===== src/rtl/hpb_regs.svh =====
`ifndef HPB_REGS_SVH
`define HPB_REGS_SVH

// ----------------------------------------------------------------------------
// layout of the synchronised pin vector
// ----------------------------------------------------------------------------
`define HPB_PIN_DATA_LO  0
`define HPB_PIN_DATA_HI  31
`define HPB_PIN_CS       32
`define HPB_PIN_WE       33
`define HPB_PIN_OE       34
`define HPB_PIN_A2       35
`define HPB_PIN_A3       36
`define HPB_PIN_A4       37
`define HPB_PIN_A5       38
`define HPB_PIN_MUX      39
`define HPB_PIN_ENDIAN   40
`define HPB_PIN_SIZE     41
`define HPB_PIN_T3       42
`define HPB_PIN_W        43

// ----------------------------------------------------------------------------
// reset values and timing
// ----------------------------------------------------------------------------
// strobes (chip select, write, output enable) idle high
`define HPB_PIN_RST      43'h007_0000_0000
// cycles for a strap level to cross the three-stage synchroniser and its
// agreement filter; one fewer would latch the reset value of the filter
`define HPB_STRAP_SETTLE 3'h4
// lowest decoded address line carries byte address bit 2
`define HPB_WORD_SHIFT   2
// width of one half of the data bus
`define HPB_HALF_W       16

`endif


===== src/rtl/hpb_pkg.sv =====
package hpb_pkg;

	// ------------------------------------------------------------------------
	// control states of the host port
	// ------------------------------------------------------------------------
	typedef enum logic [1:0] {
		HPB_ST_STRAP = 2'b00,	// straps being sampled, no access taken
		HPB_ST_IDLE  = 2'b01,	// waiting for chip select to fall
		HPB_ST_BUSY  = 2'b10	// cycle open until chip select rises
	} hpb_state_t;

endpackage


===== src/rtl/hpb_pin_if.sv =====
`timescale 1ns/10ps
`default_nettype none

// raw pin levels in, filtered levels out
interface hpb_pin_if #(
	parameter int W = 8
);
	logic [W-1:0] raw;	// pin levels, asynchronous
	logic [W-1:0] clean;	// filtered levels, clk_i domain

	modport sync (input raw, output clean);
	modport user (output raw, input clean);
endinterface

`default_nettype wire


===== src/rtl/hpb_host_port.sv =====
//
// Overview of operation
// - bus-mux strap high selects multiplexed bus
// - latch bus-mux strap at reset release
// - endian strap high little, low big
// - width strap high 32 bits, low 16
// - latch endian and width straps at release
// - reset clears registers except the idle-high strobe copies, straps open for sampling
// - address sampled on chip select falling edge
// - chip select rising edge ends the cycle
// - addresses are 32-bit word aligned
// - line 5 carries bit 5, ignored when multiplexed
// - timer lines 4 to 7 are outputs only
// - timer line 3 is output or input
// - multiplexed mode: line 2 is address latch
// - write strobe low writes, high reads
// - drive data only while output enable low
//
`timescale 1ns/10ps
`default_nettype none

`include "hpb_regs.svh"

module hpb_host_port #(
	parameter int WADDR_W = 8	// word address width, more than 4
) (
	// clock and reset
	input  wire logic               clk_i,
	input  wire logic               arst_n_i,
	// configuration straps
	input  wire logic               bus_mux_select_i,
	input  wire logic               endian_select_i,
	input  wire logic               size_32_i,
	// host bus strobes
	input  wire logic               cs_n_i,
	input  wire logic               we_n_i,
	input  wire logic               oe_n_i,
	// host address lines
	input  wire logic               addr_line_2_i,
	input  wire logic               addr_line_3_i,
	input  wire logic               addr_line_4_i,
	input  wire logic               addr_line_5_i,
	// host data lines, split for the pad
	input  wire logic [31:0]        data_i,
	output logic      [31:0]        data_o,
	output logic      [31:0]        data_oe_o,
	// internal access port
	output logic                    acc_req_o,
	output logic                    acc_we_o,
	output logic      [WADDR_W-1:0] acc_addr_o,
	output logic      [31:0]        acc_wdata_o,
	input  wire logic [31:0]        acc_rdata_i,
	// latched configuration
	output logic                    cfg_ready_o,
	output logic                    cfg_mux_o,
	output logic                    cfg_little_o,
	output logic                    cfg_wide_o,
	// precision timer lines
	input  wire logic [3:0]         tmr_level_i,
	input  wire logic [3:0]         tmr_en_i,
	input  wire logic               tmr3_level_i,
	input  wire logic               tmr3_dir_out_i,
	output logic                    precision_pulse_out_4_o,
	output logic                    precision_pulse_out_5_o,
	output logic                    precision_pulse_out_6_o,
	output logic                    precision_pulse_out_7_o,
	input  wire logic               precision_pulse_io_3_i,
	output logic                    precision_pulse_io_3_o,
	output logic                    precision_pulse_io_3_oe_o,
	output logic                    tmr3_in_o
);

	// ------------------------------------------------------------------------
	// pin synchroniser
	// ------------------------------------------------------------------------
	hpb_pin_if #(.W(`HPB_PIN_W)) pin_bus ();

	assign pin_bus.raw = {precision_pulse_io_3_i, size_32_i, endian_select_i,
		bus_mux_select_i, addr_line_5_i, addr_line_4_i, addr_line_3_i,
		addr_line_2_i, oe_n_i, we_n_i, cs_n_i, data_i};

	hpb_pin_sync #(
		.W   (`HPB_PIN_W),
		.RST (`HPB_PIN_RST)
	) u_sync (
		.clk_i    (clk_i),
		.arst_n_i (arst_n_i),
		.pins     (pin_bus.sync)
	);

	// filtered pin levels
	logic        cs_n;		// chip select
	logic        we_n;		// write strobe
	logic        oe_n;		// output drive enable
	logic        ale;		// line 2 doubles as address latch
	logic [3:0]  line_addr;	// dedicated lines 5..2
	logic [31:0] bus_data;	// data lines

	assign cs_n      = pin_bus.clean[`HPB_PIN_CS];
	assign we_n      = pin_bus.clean[`HPB_PIN_WE];
	assign oe_n      = pin_bus.clean[`HPB_PIN_OE];
	assign ale       = pin_bus.clean[`HPB_PIN_A2];
	assign line_addr = pin_bus.clean[`HPB_PIN_A5:`HPB_PIN_A2];
	assign bus_data  = pin_bus.clean[`HPB_PIN_DATA_HI:`HPB_PIN_DATA_LO];

	// ------------------------------------------------------------------------
	// lane ordering
	// ------------------------------------------------------------------------
	// internal words are little endian; big endian swaps bytes within the
	// active width. the swap is its own inverse, so reads and writes share it
	function automatic logic [31:0] lane_map(input logic [31:0] d,
		input logic little, input logic wide);
		logic [31:0] r;
		r = 32'h0000_0000;
		if (little && wide) begin
			r = d;
		end else if (little) begin
			r = {16'h0000, d[15:0]};
		end else if (wide) begin
			r = {d[7:0], d[15:8], d[23:16], d[31:24]};
		end else begin
			r = {16'h0000, d[7:0], d[15:8]};
		end
		return r;
	endfunction

	// ------------------------------------------------------------------------
	// state
	// ------------------------------------------------------------------------
	hpb_pkg::hpb_state_t state_r, state_nxt;	// control state
	logic [2:0]          settle_r, settle_nxt;	// strap settling count
	logic                mux_r, mux_nxt;		// multiplexed bus
	logic                little_r, little_nxt;	// little endian
	logic                wide_r, wide_nxt;	// 32-bit data bus
	logic                cs_q_r, cs_q_nxt;	// chip select, last cycle
	logic                ale_q_r, ale_q_nxt;	// address latch, last cycle
	logic [WADDR_W-1:0]  mux_addr_r, mux_addr_nxt;	// address from address phase
	logic [WADDR_W-1:0]  addr_r, addr_nxt;	// address of open cycle
	logic                wr_r, wr_nxt;		// open cycle is a write
	logic                req_r, req_nxt;		// access request pulse
	logic                rvalid_r, rvalid_nxt;	// read data held
	logic [31:0]         wdata_r, wdata_nxt;	// write data
	logic [31:0]         rdata_r, rdata_nxt;	// read data to the pins

	logic cs_fall;	// chip select edges
	logic cs_rise;
	logic ale_fall;	// end of address phase

	assign cs_fall  = cs_q_r & ~cs_n;
	assign cs_rise  = ~cs_q_r & cs_n;
	assign ale_fall = ale_q_r & ~ale;

	// ------------------------------------------------------------------------
	// next state
	// ------------------------------------------------------------------------
	always_comb begin
		state_nxt    = state_r;
		settle_nxt   = settle_r;
		mux_nxt      = mux_r;
		little_nxt   = little_r;
		wide_nxt     = wide_r;
		cs_q_nxt     = cs_n;
		ale_q_nxt    = ale;
		mux_addr_nxt = mux_addr_r;
		addr_nxt     = addr_r;
		wr_nxt       = wr_r;
		req_nxt      = 1'b0;
		rvalid_nxt   = rvalid_r;
		wdata_nxt    = wdata_r;
		rdata_nxt    = rdata_r;

		// address phase of the multiplexed bus, latched as the strobe drops
		if (mux_r && ale_fall) begin
			mux_addr_nxt = bus_data[`HPB_WORD_SHIFT +: WADDR_W];
		end

		case (state_r)
			// straps were open during reset; the level that stands once the
			// synchroniser has filled is the one at release
			hpb_pkg::HPB_ST_STRAP: begin
				if (settle_r == `HPB_STRAP_SETTLE) begin
					mux_nxt    = pin_bus.clean[`HPB_PIN_MUX];
					little_nxt = pin_bus.clean[`HPB_PIN_ENDIAN];
					wide_nxt   = pin_bus.clean[`HPB_PIN_SIZE];
					state_nxt  = hpb_pkg::HPB_ST_IDLE;
				end else begin
					settle_nxt = settle_r + 3'h1;
				end
			end
			// a cycle opens on the falling chip select
			hpb_pkg::HPB_ST_IDLE: begin
				if (cs_fall) begin
					if (mux_r) begin
						addr_nxt = mux_addr_r;
					end else begin
						addr_nxt = {{(WADDR_W-4){1'b0}}, line_addr};
					end
					wr_nxt     = ~we_n;
					rvalid_nxt = 1'b0;
					req_nxt    = we_n;	// reads start at once
					state_nxt  = hpb_pkg::HPB_ST_BUSY;
				end
			end
			// reads answer while open; writes commit as the cycle closes,
			// since the host data only has to be stable by then
			hpb_pkg::HPB_ST_BUSY: begin
				if (req_r && !wr_r) begin
					rdata_nxt  = lane_map(acc_rdata_i, little_r, wide_r);
					rvalid_nxt = 1'b1;
				end
				if (cs_rise) begin
					if (wr_r) begin
						wdata_nxt = lane_map(bus_data, little_r, wide_r);
						req_nxt   = 1'b1;
					end
					rvalid_nxt = 1'b0;
					state_nxt  = hpb_pkg::HPB_ST_IDLE;
				end
			end
			default: begin
				state_nxt = hpb_pkg::HPB_ST_STRAP;
			end
		endcase
	end

	// registers only
	always_ff @(posedge clk_i or negedge arst_n_i) begin
		if (!arst_n_i) begin
			state_r    <= hpb_pkg::HPB_ST_STRAP;
			settle_r   <= 3'h0;
			mux_r      <= 1'b0;
			little_r   <= 1'b0;
			wide_r     <= 1'b0;
			cs_q_r     <= 1'b1;
			ale_q_r    <= 1'b0;
			mux_addr_r <= '0;
			addr_r     <= '0;
			wr_r       <= 1'b0;
			req_r      <= 1'b0;
			rvalid_r   <= 1'b0;
			wdata_r    <= 32'h0000_0000;
			rdata_r    <= 32'h0000_0000;
		end else begin
			state_r    <= state_nxt;
			settle_r   <= settle_nxt;
			mux_r      <= mux_nxt;
			little_r   <= little_nxt;
			wide_r     <= wide_nxt;
			cs_q_r     <= cs_q_nxt;
			ale_q_r    <= ale_q_nxt;
			mux_addr_r <= mux_addr_nxt;
			addr_r     <= addr_nxt;
			wr_r       <= wr_nxt;
			req_r      <= req_nxt;
			rvalid_r   <= rvalid_nxt;
			wdata_r    <= wdata_nxt;
			rdata_r    <= rdata_nxt;
		end
	end

	// ------------------------------------------------------------------------
	// data pad drive
	// ------------------------------------------------------------------------
	// drive only inside a read cycle with data ready and output enable low;
	// the enable path is combinational, so the pad releases one filtered
	// sample after the host lets go
	logic drive;
	assign drive = (state_r == hpb_pkg::HPB_ST_BUSY) && !wr_r && rvalid_r && !oe_n;

	// upper sixteen lanes stay released in 16-bit mode
	assign data_oe_o = {{`HPB_HALF_W{drive & wide_r}}, {`HPB_HALF_W{drive}}};
	assign data_o    = rdata_r;

	// internal access port
	assign acc_req_o   = req_r;
	assign acc_we_o    = wr_r;
	assign acc_addr_o  = addr_r;
	assign acc_wdata_o = wdata_r;

	// latched configuration
	assign cfg_ready_o  = (state_r != hpb_pkg::HPB_ST_STRAP);
	assign cfg_mux_o    = mux_r;
	assign cfg_little_o = little_r;
	assign cfg_wide_o   = wide_r;

	// ------------------------------------------------------------------------
	// precision timer lines
	// ------------------------------------------------------------------------
	// timer levels come from the internal timer on this clock; no sync
	logic [3:0] tmr_r, tmr_nxt;	// output-only lines 4..7
	logic       t3_r, t3_nxt;	// line 3 output level

	genvar gi;
	generate
		for (gi = 0; gi < 4; gi++) begin : g_tmr
			always_comb begin
				tmr_nxt[gi] = tmr_level_i[gi] & tmr_en_i[gi];
			end
		end
	endgenerate

	always_comb begin
		t3_nxt = tmr3_level_i;
	end

	// registers only
	always_ff @(posedge clk_i or negedge arst_n_i) begin
		if (!arst_n_i) begin
			tmr_r <= 4'h0;
			t3_r  <= 1'b0;
		end else begin
			tmr_r <= tmr_nxt;
			t3_r  <= t3_nxt;
		end
	end

	assign precision_pulse_out_4_o   = tmr_r[0];
	assign precision_pulse_out_5_o   = tmr_r[1];
	assign precision_pulse_out_6_o   = tmr_r[2];
	assign precision_pulse_out_7_o   = tmr_r[3];
	assign precision_pulse_io_3_o    = t3_r;
	assign precision_pulse_io_3_oe_o = tmr3_dir_out_i;
	// input direction: filtered pin level, masked while driving
	assign tmr3_in_o = pin_bus.clean[`HPB_PIN_T3] & ~tmr3_dir_out_i;

endmodule

`default_nettype wire


===== src/rtl/hpb_pin_sync.sv =====
`timescale 1ns/10ps
`default_nettype none

`include "hpb_regs.svh"

// three-stage synchroniser; a bit changes once stages two and three agree
module hpb_pin_sync #(
	parameter int           W   = 8,
	parameter logic [W-1:0] RST = '0
) (
	// clock and reset
	input  wire logic clk_i,
	input  wire logic arst_n_i,
	// pin vector
	hpb_pin_if.sync   pins
);

	logic [W-1:0] st1_r;	// first stage, read only by st2_r
	logic [W-1:0] st2_r;	// second stage
	logic [W-1:0] st3_r;	// third stage
	logic [W-1:0] clean_r;	// filtered level
	logic [W-1:0] clean_nxt;

	// ------------------------------------------------------------------------
	// filter: take stage three only where it agrees with stage two
	// ------------------------------------------------------------------------
	always_comb begin
		clean_nxt = (st3_r & ~(st2_r ^ st3_r)) | (clean_r & (st2_r ^ st3_r));
	end

	// registers only
	always_ff @(posedge clk_i or negedge arst_n_i) begin
		if (!arst_n_i) begin
			st1_r   <= RST;
			st2_r   <= RST;
			st3_r   <= RST;
			clean_r <= RST;
		end else begin
			st1_r   <= pins.raw;
			st2_r   <= st1_r;
			st3_r   <= st2_r;
			clean_r <= clean_nxt;
		end
	end

	assign pins.clean = clean_r;

endmodule

`default_nettype wire


===== config.mk =====
export PLATFORM = sky130hd
export DESIGN_NAME = hpb_host_port
export DESIGN_NICKNAME = d
export VERILOG_FILES = /design/src/rtl/hpb_pkg.sv /design/src/rtl/hpb_pin_if.sv /design/src/rtl/hpb_host_port.sv /design/src/rtl/hpb_pin_sync.sv
export VERILOG_INCLUDE_DIRS = /design/src /design/src/rtl
export SDC_FILE = /design/constraint.sdc
export NUM_CORES = 1
export LEC_CHECK = 0
export BUFFER_PORTS_ARGS = -buffer_cell sky130_fd_sc_hd__buf_4
export CORE_ASPECT_RATIO = 0.8
export CORE_MARGIN = 3
export CORE_UTILIZATION = 54
export DETAILED_ROUTE_END_ITERATION = 8
export PLACE_DENSITY = 0.79
export SYNTH_ARGS = -nofsm -noshare
export SYNTH_HDL_FRONTEND = slang
export SYNTH_HIERARCHICAL = 1
export SYNTH_SLANG_ARGS = --single-unit
export TNS_END_PERCENT = 20

===== constraint.sdc =====
create_clock -name clk_i -period 4.2 [get_ports clk_i]
set_clock_uncertainty 0.15 [all_clocks]
set_input_delay 0.21 -clock clk_i [delete_from_list [all_inputs] [get_ports clk_i]]
set_output_delay 0.21 -clock clk_i [all_outputs]
set_load 0.01 [all_outputs]

Yosys cells after proc, flatten, opt, wreduce, memory -nomap -nowiden:

Index checks and enable logic that the tools add are counted.

* register bits after elaboration: 270
* bits in latches: 0
* bits in writable memories: 0
* memory bits (read-only): 0
* input port bits: 87
* word-level logic and storage cells: 85
* memories: 0

* add/subtract/negate cells: 1
* $mul: 0
* div/mod/pow operators: 0
* $lt $le $gt $ge: 0
* equality and inequality tests: 7
* shift-type cells: 0
* mux-type cells: 19
* bitwise logic cells: 20
* reduce and logical (&&, ||, !) cells: 18

Operators by type and width (count)
* two-way mux 32 bit: 6
* bitwise AND 43 bit: 2
* inverter 43 bit: 1
* bitwise OR 43 bit: 1
* XOR 43 bit: 1
* bitwise AND 1 bit: 9
* AND reduction 3 bit: 3
* two-way mux 8 bit: 1
* AND reduction 2 bit: 4
* logical AND 1 bit: 6
* two-way mux 1 bit: 6
* two-way mux 2 bit: 3
* inequality test 2 bit, second input constant: 3
* inverter 1 bit: 6
* one-hot mux 2 bit (3 select lines): 1
* one-hot mux 1 bit (2 select lines): 2
* nonzero test 2 bit: 2
* adder 3 x 1 -> 3 bit, second input constant: 1
* == test 3 bit, second input constant: 1
* inequality test 3 bit, second input constant: 1
* == test 2 x 1 -> 1 bit, second input constant: 1
* == test 2 bit, second input constant: 1
* logical NOT 1 bit: 2
* logical NOT 2 bit: 1

Longest topological paths before layout:

* depth after elaboration: 5
* depth in mapped cells: 8
* depth with buffers taken out: 6

Modules after synthesis:

The synthesis kept the hierarchy.

Modules (own cells, without submodules)
* hpb_host_port: times used 1, cells each 509, area an instance 5107.4 sq um, sequential area each 2453.6 sq um
* hpb_pin_sync: times used 1, cells each 215, area an instance 4803.4 sq um, sequential area each 4319.1 sq um

Least setup slack after synthesis:

OpenSTA, ideal clock, no wires.

* path kind: register -> output
* from: register state_r[0]
* to: output data_oe_o[17]
* arrival time: 2.720 ns
* data required time: 3.840 ns
* setup slack: 1.120 ns
* stages on the path, launching flop included: 6
* buffers on the path: 1
* cell sequence: dfrtp_1 inv_1 ha_1 nor4bb_1 and2_1 buf_4

* longest elaborated chain between the ends: 5

Ends and longest elaborated chain
* start: declaration: line hpb_host_port.sv:130 `hpb_pkg::hpb_state_t state_r, state_nxt;`
* start signal: assignment: line hpb_host_port.sv:229 `state_r <= hpb_pkg::HPB_ST_STRAP;`
* start signal: assignment: line hpb_host_port.sv:244 `state_r <= state_nxt;`
* == test 2 bit: line hpb_host_port.sv:268 `assign drive = (state_r == hpb_pkg::HPB_ST_BUSY) && !wr_r && rvalid_r && !oe_n;`
* logical AND 1 bit (3 in a row): line hpb_host_port.sv:268
* net drive: line hpb_host_port.sv:267 `logic drive;`
* bitwise AND 1 bit: line hpb_host_port.sv:271 `` assign data_oe_o = {{`HPB_HALF_W{drive & wide_r}}, {`HPB_HALF_W{drive}}}; ``
* end: declaration: line hpb_host_port.sv:46 `output logic [31:0] data_oe_o,`

The timed path passes the listed nets, and every way through them passes these cells.

Worst setup path in the final report:

* from: register state_r[0]
* to: output data_oe_o[31]

* longest elaborated chain between the ends: 5

Ends and longest elaborated chain (line)
* == test 2 bit: hpb_host_port.sv:268
* logical AND 1 bit (3 in a row): hpb_host_port.sv:268
* bitwise AND 1 bit: hpb_host_port.sv:271

Every way passes these cells.

==> summary.txt <==
Job
  – Max-capacitance violation count: 0

Global route
  – First-pass GRT wire length: 34.56 mm
  – Grt total ovfl: 0
  – Vias in the first global route: about 6700
  – Overall routing resource usage: between 20% and 30%
  – Initial antenna violation count: 0
  – Largest net degree at the start of global routing: approximately 140

Worst setup path
  – Crit path required time: approximately 3.8 ns
  – Crit-path max FO: 17
  – Critical path type: flop to primary output
  – Critical Path End Type: primary output
  – Startpoint types: flop
  – Crit Reg-Reg Startpoint: cfg_wide_o$_DFFE_PN0P_
  – Worst EP arrival: ~2.5 ns
  – Crit path from: state_r[0]$_DFFE_PN0P_

Worst hold path
  – Hold Crit Start: acc_rdata_i[29]
  – Hold WC Path Type: input pin to flop

Cells and area
  – Post-layout instance area: around 0.013 mm²
  – Area delta synth->final: 34.82%
  – # fillers: 1061
  – Layout cells sized above 1: 32.22%
  – Final #Nets: around 1100
  – Antenna diode count: 0

Synth
  – Synth top cells by count: 257 x dfrtp_1, 68 x mux2i_1, 65 x nor2_1
  – Largest area contributor in the netlist: dfrtp_1
  – Syn avg cell area: between 10 and 15 µm²
  – Synth cell types: 31
  – Syn Inst Count: 724
  – Synth top area cells: dfrtp_1 65%, mux2i_1 6.9%, maj3_2 4.9%
  – Yosys top cell area share: between 60% and 70%
  – Register area share after synthesis: between 60% and 70%
  – Synthesized cell area: 0.009911 mm²
  – Syn. warnings: 6
  – EDFF count, synth: 0
  – Synth Net Count: ~820
  – Ys async rst share: between 90% and 100%
  – Synth Register Bits: between 200 and 300
  – Most frequent cell after synthesis: dfrtp_1
  – Ys flop type: dfrtp_1

Floorplan
  – Die width: 157.5 µm
  – I/O Pins: roughly 200
  – Die Y: 127.2 µm
  – Die area: approximately 0.020 mm²
  – Cell Rows: between 40 and 50
  – Initial Util: between 50 and 60%
  – Core Area: 0.01765 mm²

Clock tree
  – Total CTS buffers: 26
  – Worst skew pair latency: between 0.5 and 0.6 ns
  – # Post-CTS Setup Buffers: 0
  – Htree depth: 1
  – Clk sink count: 270
  – CTS tree: built
  – Longest Clk Path Bufs: 3
  – Clk root buf: clkbuf_16
  – Clk slew on worst S/H paths: approximately 0.060 ns

Timing
  – Max Clk Rate: ~0.35 GHz
  – Max-slew violations: 0
  – Final setup fails: 0
  – Tightest Pin Transition: between 1 and 1.5 ns
  – Fin crit period: around 2.8 ns
  – Setup_tns: 0 ns
  – Tcrit/Tclk final: 67.11%
  – Slew headroom: roughly 28%
  – Final hold viol count: 0
  – RSZ-0062 raised after global routing: false

Detailed routing
  – # DRC: 0
  – Wirelength per Cell: ~17 µm
  – Vias per cell: just over 5
  – Uppermost routed layer: met4
  – Met3 wire len: approximately 1.5 mm
  – Total routed wirelength: between 20 and 25 mm
  – Routed Antenna Nets: 0
  – Met2 wire length: approximately 10 mm
  – Metal-1 WL: between 8 and 9 mm
  – TritonRoute pass-1 iters: 4
  – Detailed-route via count: around 6400
  – First DRT Iteration DRCs: 353

Power and ir drop
  – Cell Pwr Density: about 600 mW/mm²
  – Static leakage: around 6.4 nW
  – VDD IR-drop max: between 0.0003 and 0.0004 V

Placement
  – Port Buffers: 203
  – Placed cell areas: about 0.011 mm²
  – HPWL after DPL: around 13 mm
  – GPL Wtd Cong: just under 0.9

Run status
  – Status: complete, no violations
worst paths after layout:
kind,end,depth (start not counted),slack (ns)
max,data_oe_o[31],6,1.38
min,data_o[29]$_DFFE_PN0P_,4,0.03
max reg2reg,data_o[5]$_DFFE_PN0P_,5,1.59
min reg2reg,u_sync/st2_r[2]$_DFF_PN0_,0,0.19
max in group asynchronous,tmr_r[1]$_DFF_PN0_,3,2.56
min in group asynchronous,state_r[1]$_DFFE_PN0P_,2,0.23
logic make-up (layout without fill, tap and decap cells):
family                     Yosys count  count (layout)  synth area share, %
xor gates and xnor gates             1               1              0.08839
adders and majority gates           51              51                5.896
AOI/OAI and AO/OA                  115             115                7.171
muxes                               81              81                8.345
buffers and inverters               73             364                4.583
DFF                                270             270                68.34
and+or+nand+nor                    133             133                5.580
final cells by class:
class / count / area (µm²) / share of cell area, %
flip-flops and latches: 270 / 6780 / 50.74
well taps: 225 / 281.5 / 2.107
clock buffers: 33 / 706.9 / 5.291
clock inverters: 15 / 281.5 / 2.107
multi-input cells: 381 / 2695 / 20.17
inverters: 7 / 26.28 / 0.1966
repair buffers: 309 / 2590 / 19.38
report_power, final:
part,total [W],internal (W),switching [W]
Sequential,0.00357,0.00300,0.000565
Clock,0.00261,0.00163,0.000975
Combinational,0.00181,0.00105,0.000753
metrics by stage:
stage          worst slack, ns  std cells  utilization [%]  hold slack (ns)  power, W
6_report                 1.381       1240            75.72          0.02613  0.007983
5_1_grt                  1.227       1240            75.72          0.03203  0.008404
4_1_cts                  1.358       1240            75.72         0.001511  0.008022
3_5_place_dp             1.804       1092            64.44           0.1693  0.005214
3_3_place_gp             1.874       1092            64.44           0.1690  0.005158
2_1_floorplan            1.120        724                -          -0.2356  0.004442
per-layer routing:
layer  GRT usage [%]  vias up
li1                -     2982
met1           28.42     3158
met2           36.23      245
met3           4.944       44
met4           6.071        0
met5               0        -
what timing repair did:
action | CTS | global route
resized for setup | 0 | 0
endpoints found under the hold margin | 199 | 0
hold buffers | 100 | 0
placed cells by master, fill, tap and decap left out, types with 2 or more instances in the layout:
| cell type | n |
|---|---|
| dfrtp_4 | 2 |
| dlygate4sd3_1 | 100 |
| buf_4 | 207 |
| inv_1 | 7 |
| nand3b_1 | 2 |
| clkinv_2 | 6 |
| maj3_2 | 43 |
| a31oi_1 | 2 |
| nand2_1 | 51 |
| bufinv_16 | 7 |
| dfstp_2 | 13 |
| a22o_1 | 33 |
| o21ai_0 | 41 |
| nor2_1 | 65 |
| mux2_2 | 12 |
| a21oi_1 | 36 |
| and2_1 | 5 |
| mux2i_1 | 68 |
| nor2b_1 | 2 |
| clkbuf_1 | 4 |
| dfrtp_1 | 255 |
| a21boi_0 | 2 |
| clkbuf_16 | 26 |
| ha_1 | 8 |
| clkbuf_8 | 3 |
critical path: stages, from the launching register on:
cell	delay (ns)
dfrtp_1	0.43
inv_1	0.12
ha_1	0.20
nor4bb_2	0.22
buf_4	0.25
and2_1	0.48
buf_4	0.22
No activity file was read; power rests on OpenSTA's default activity.
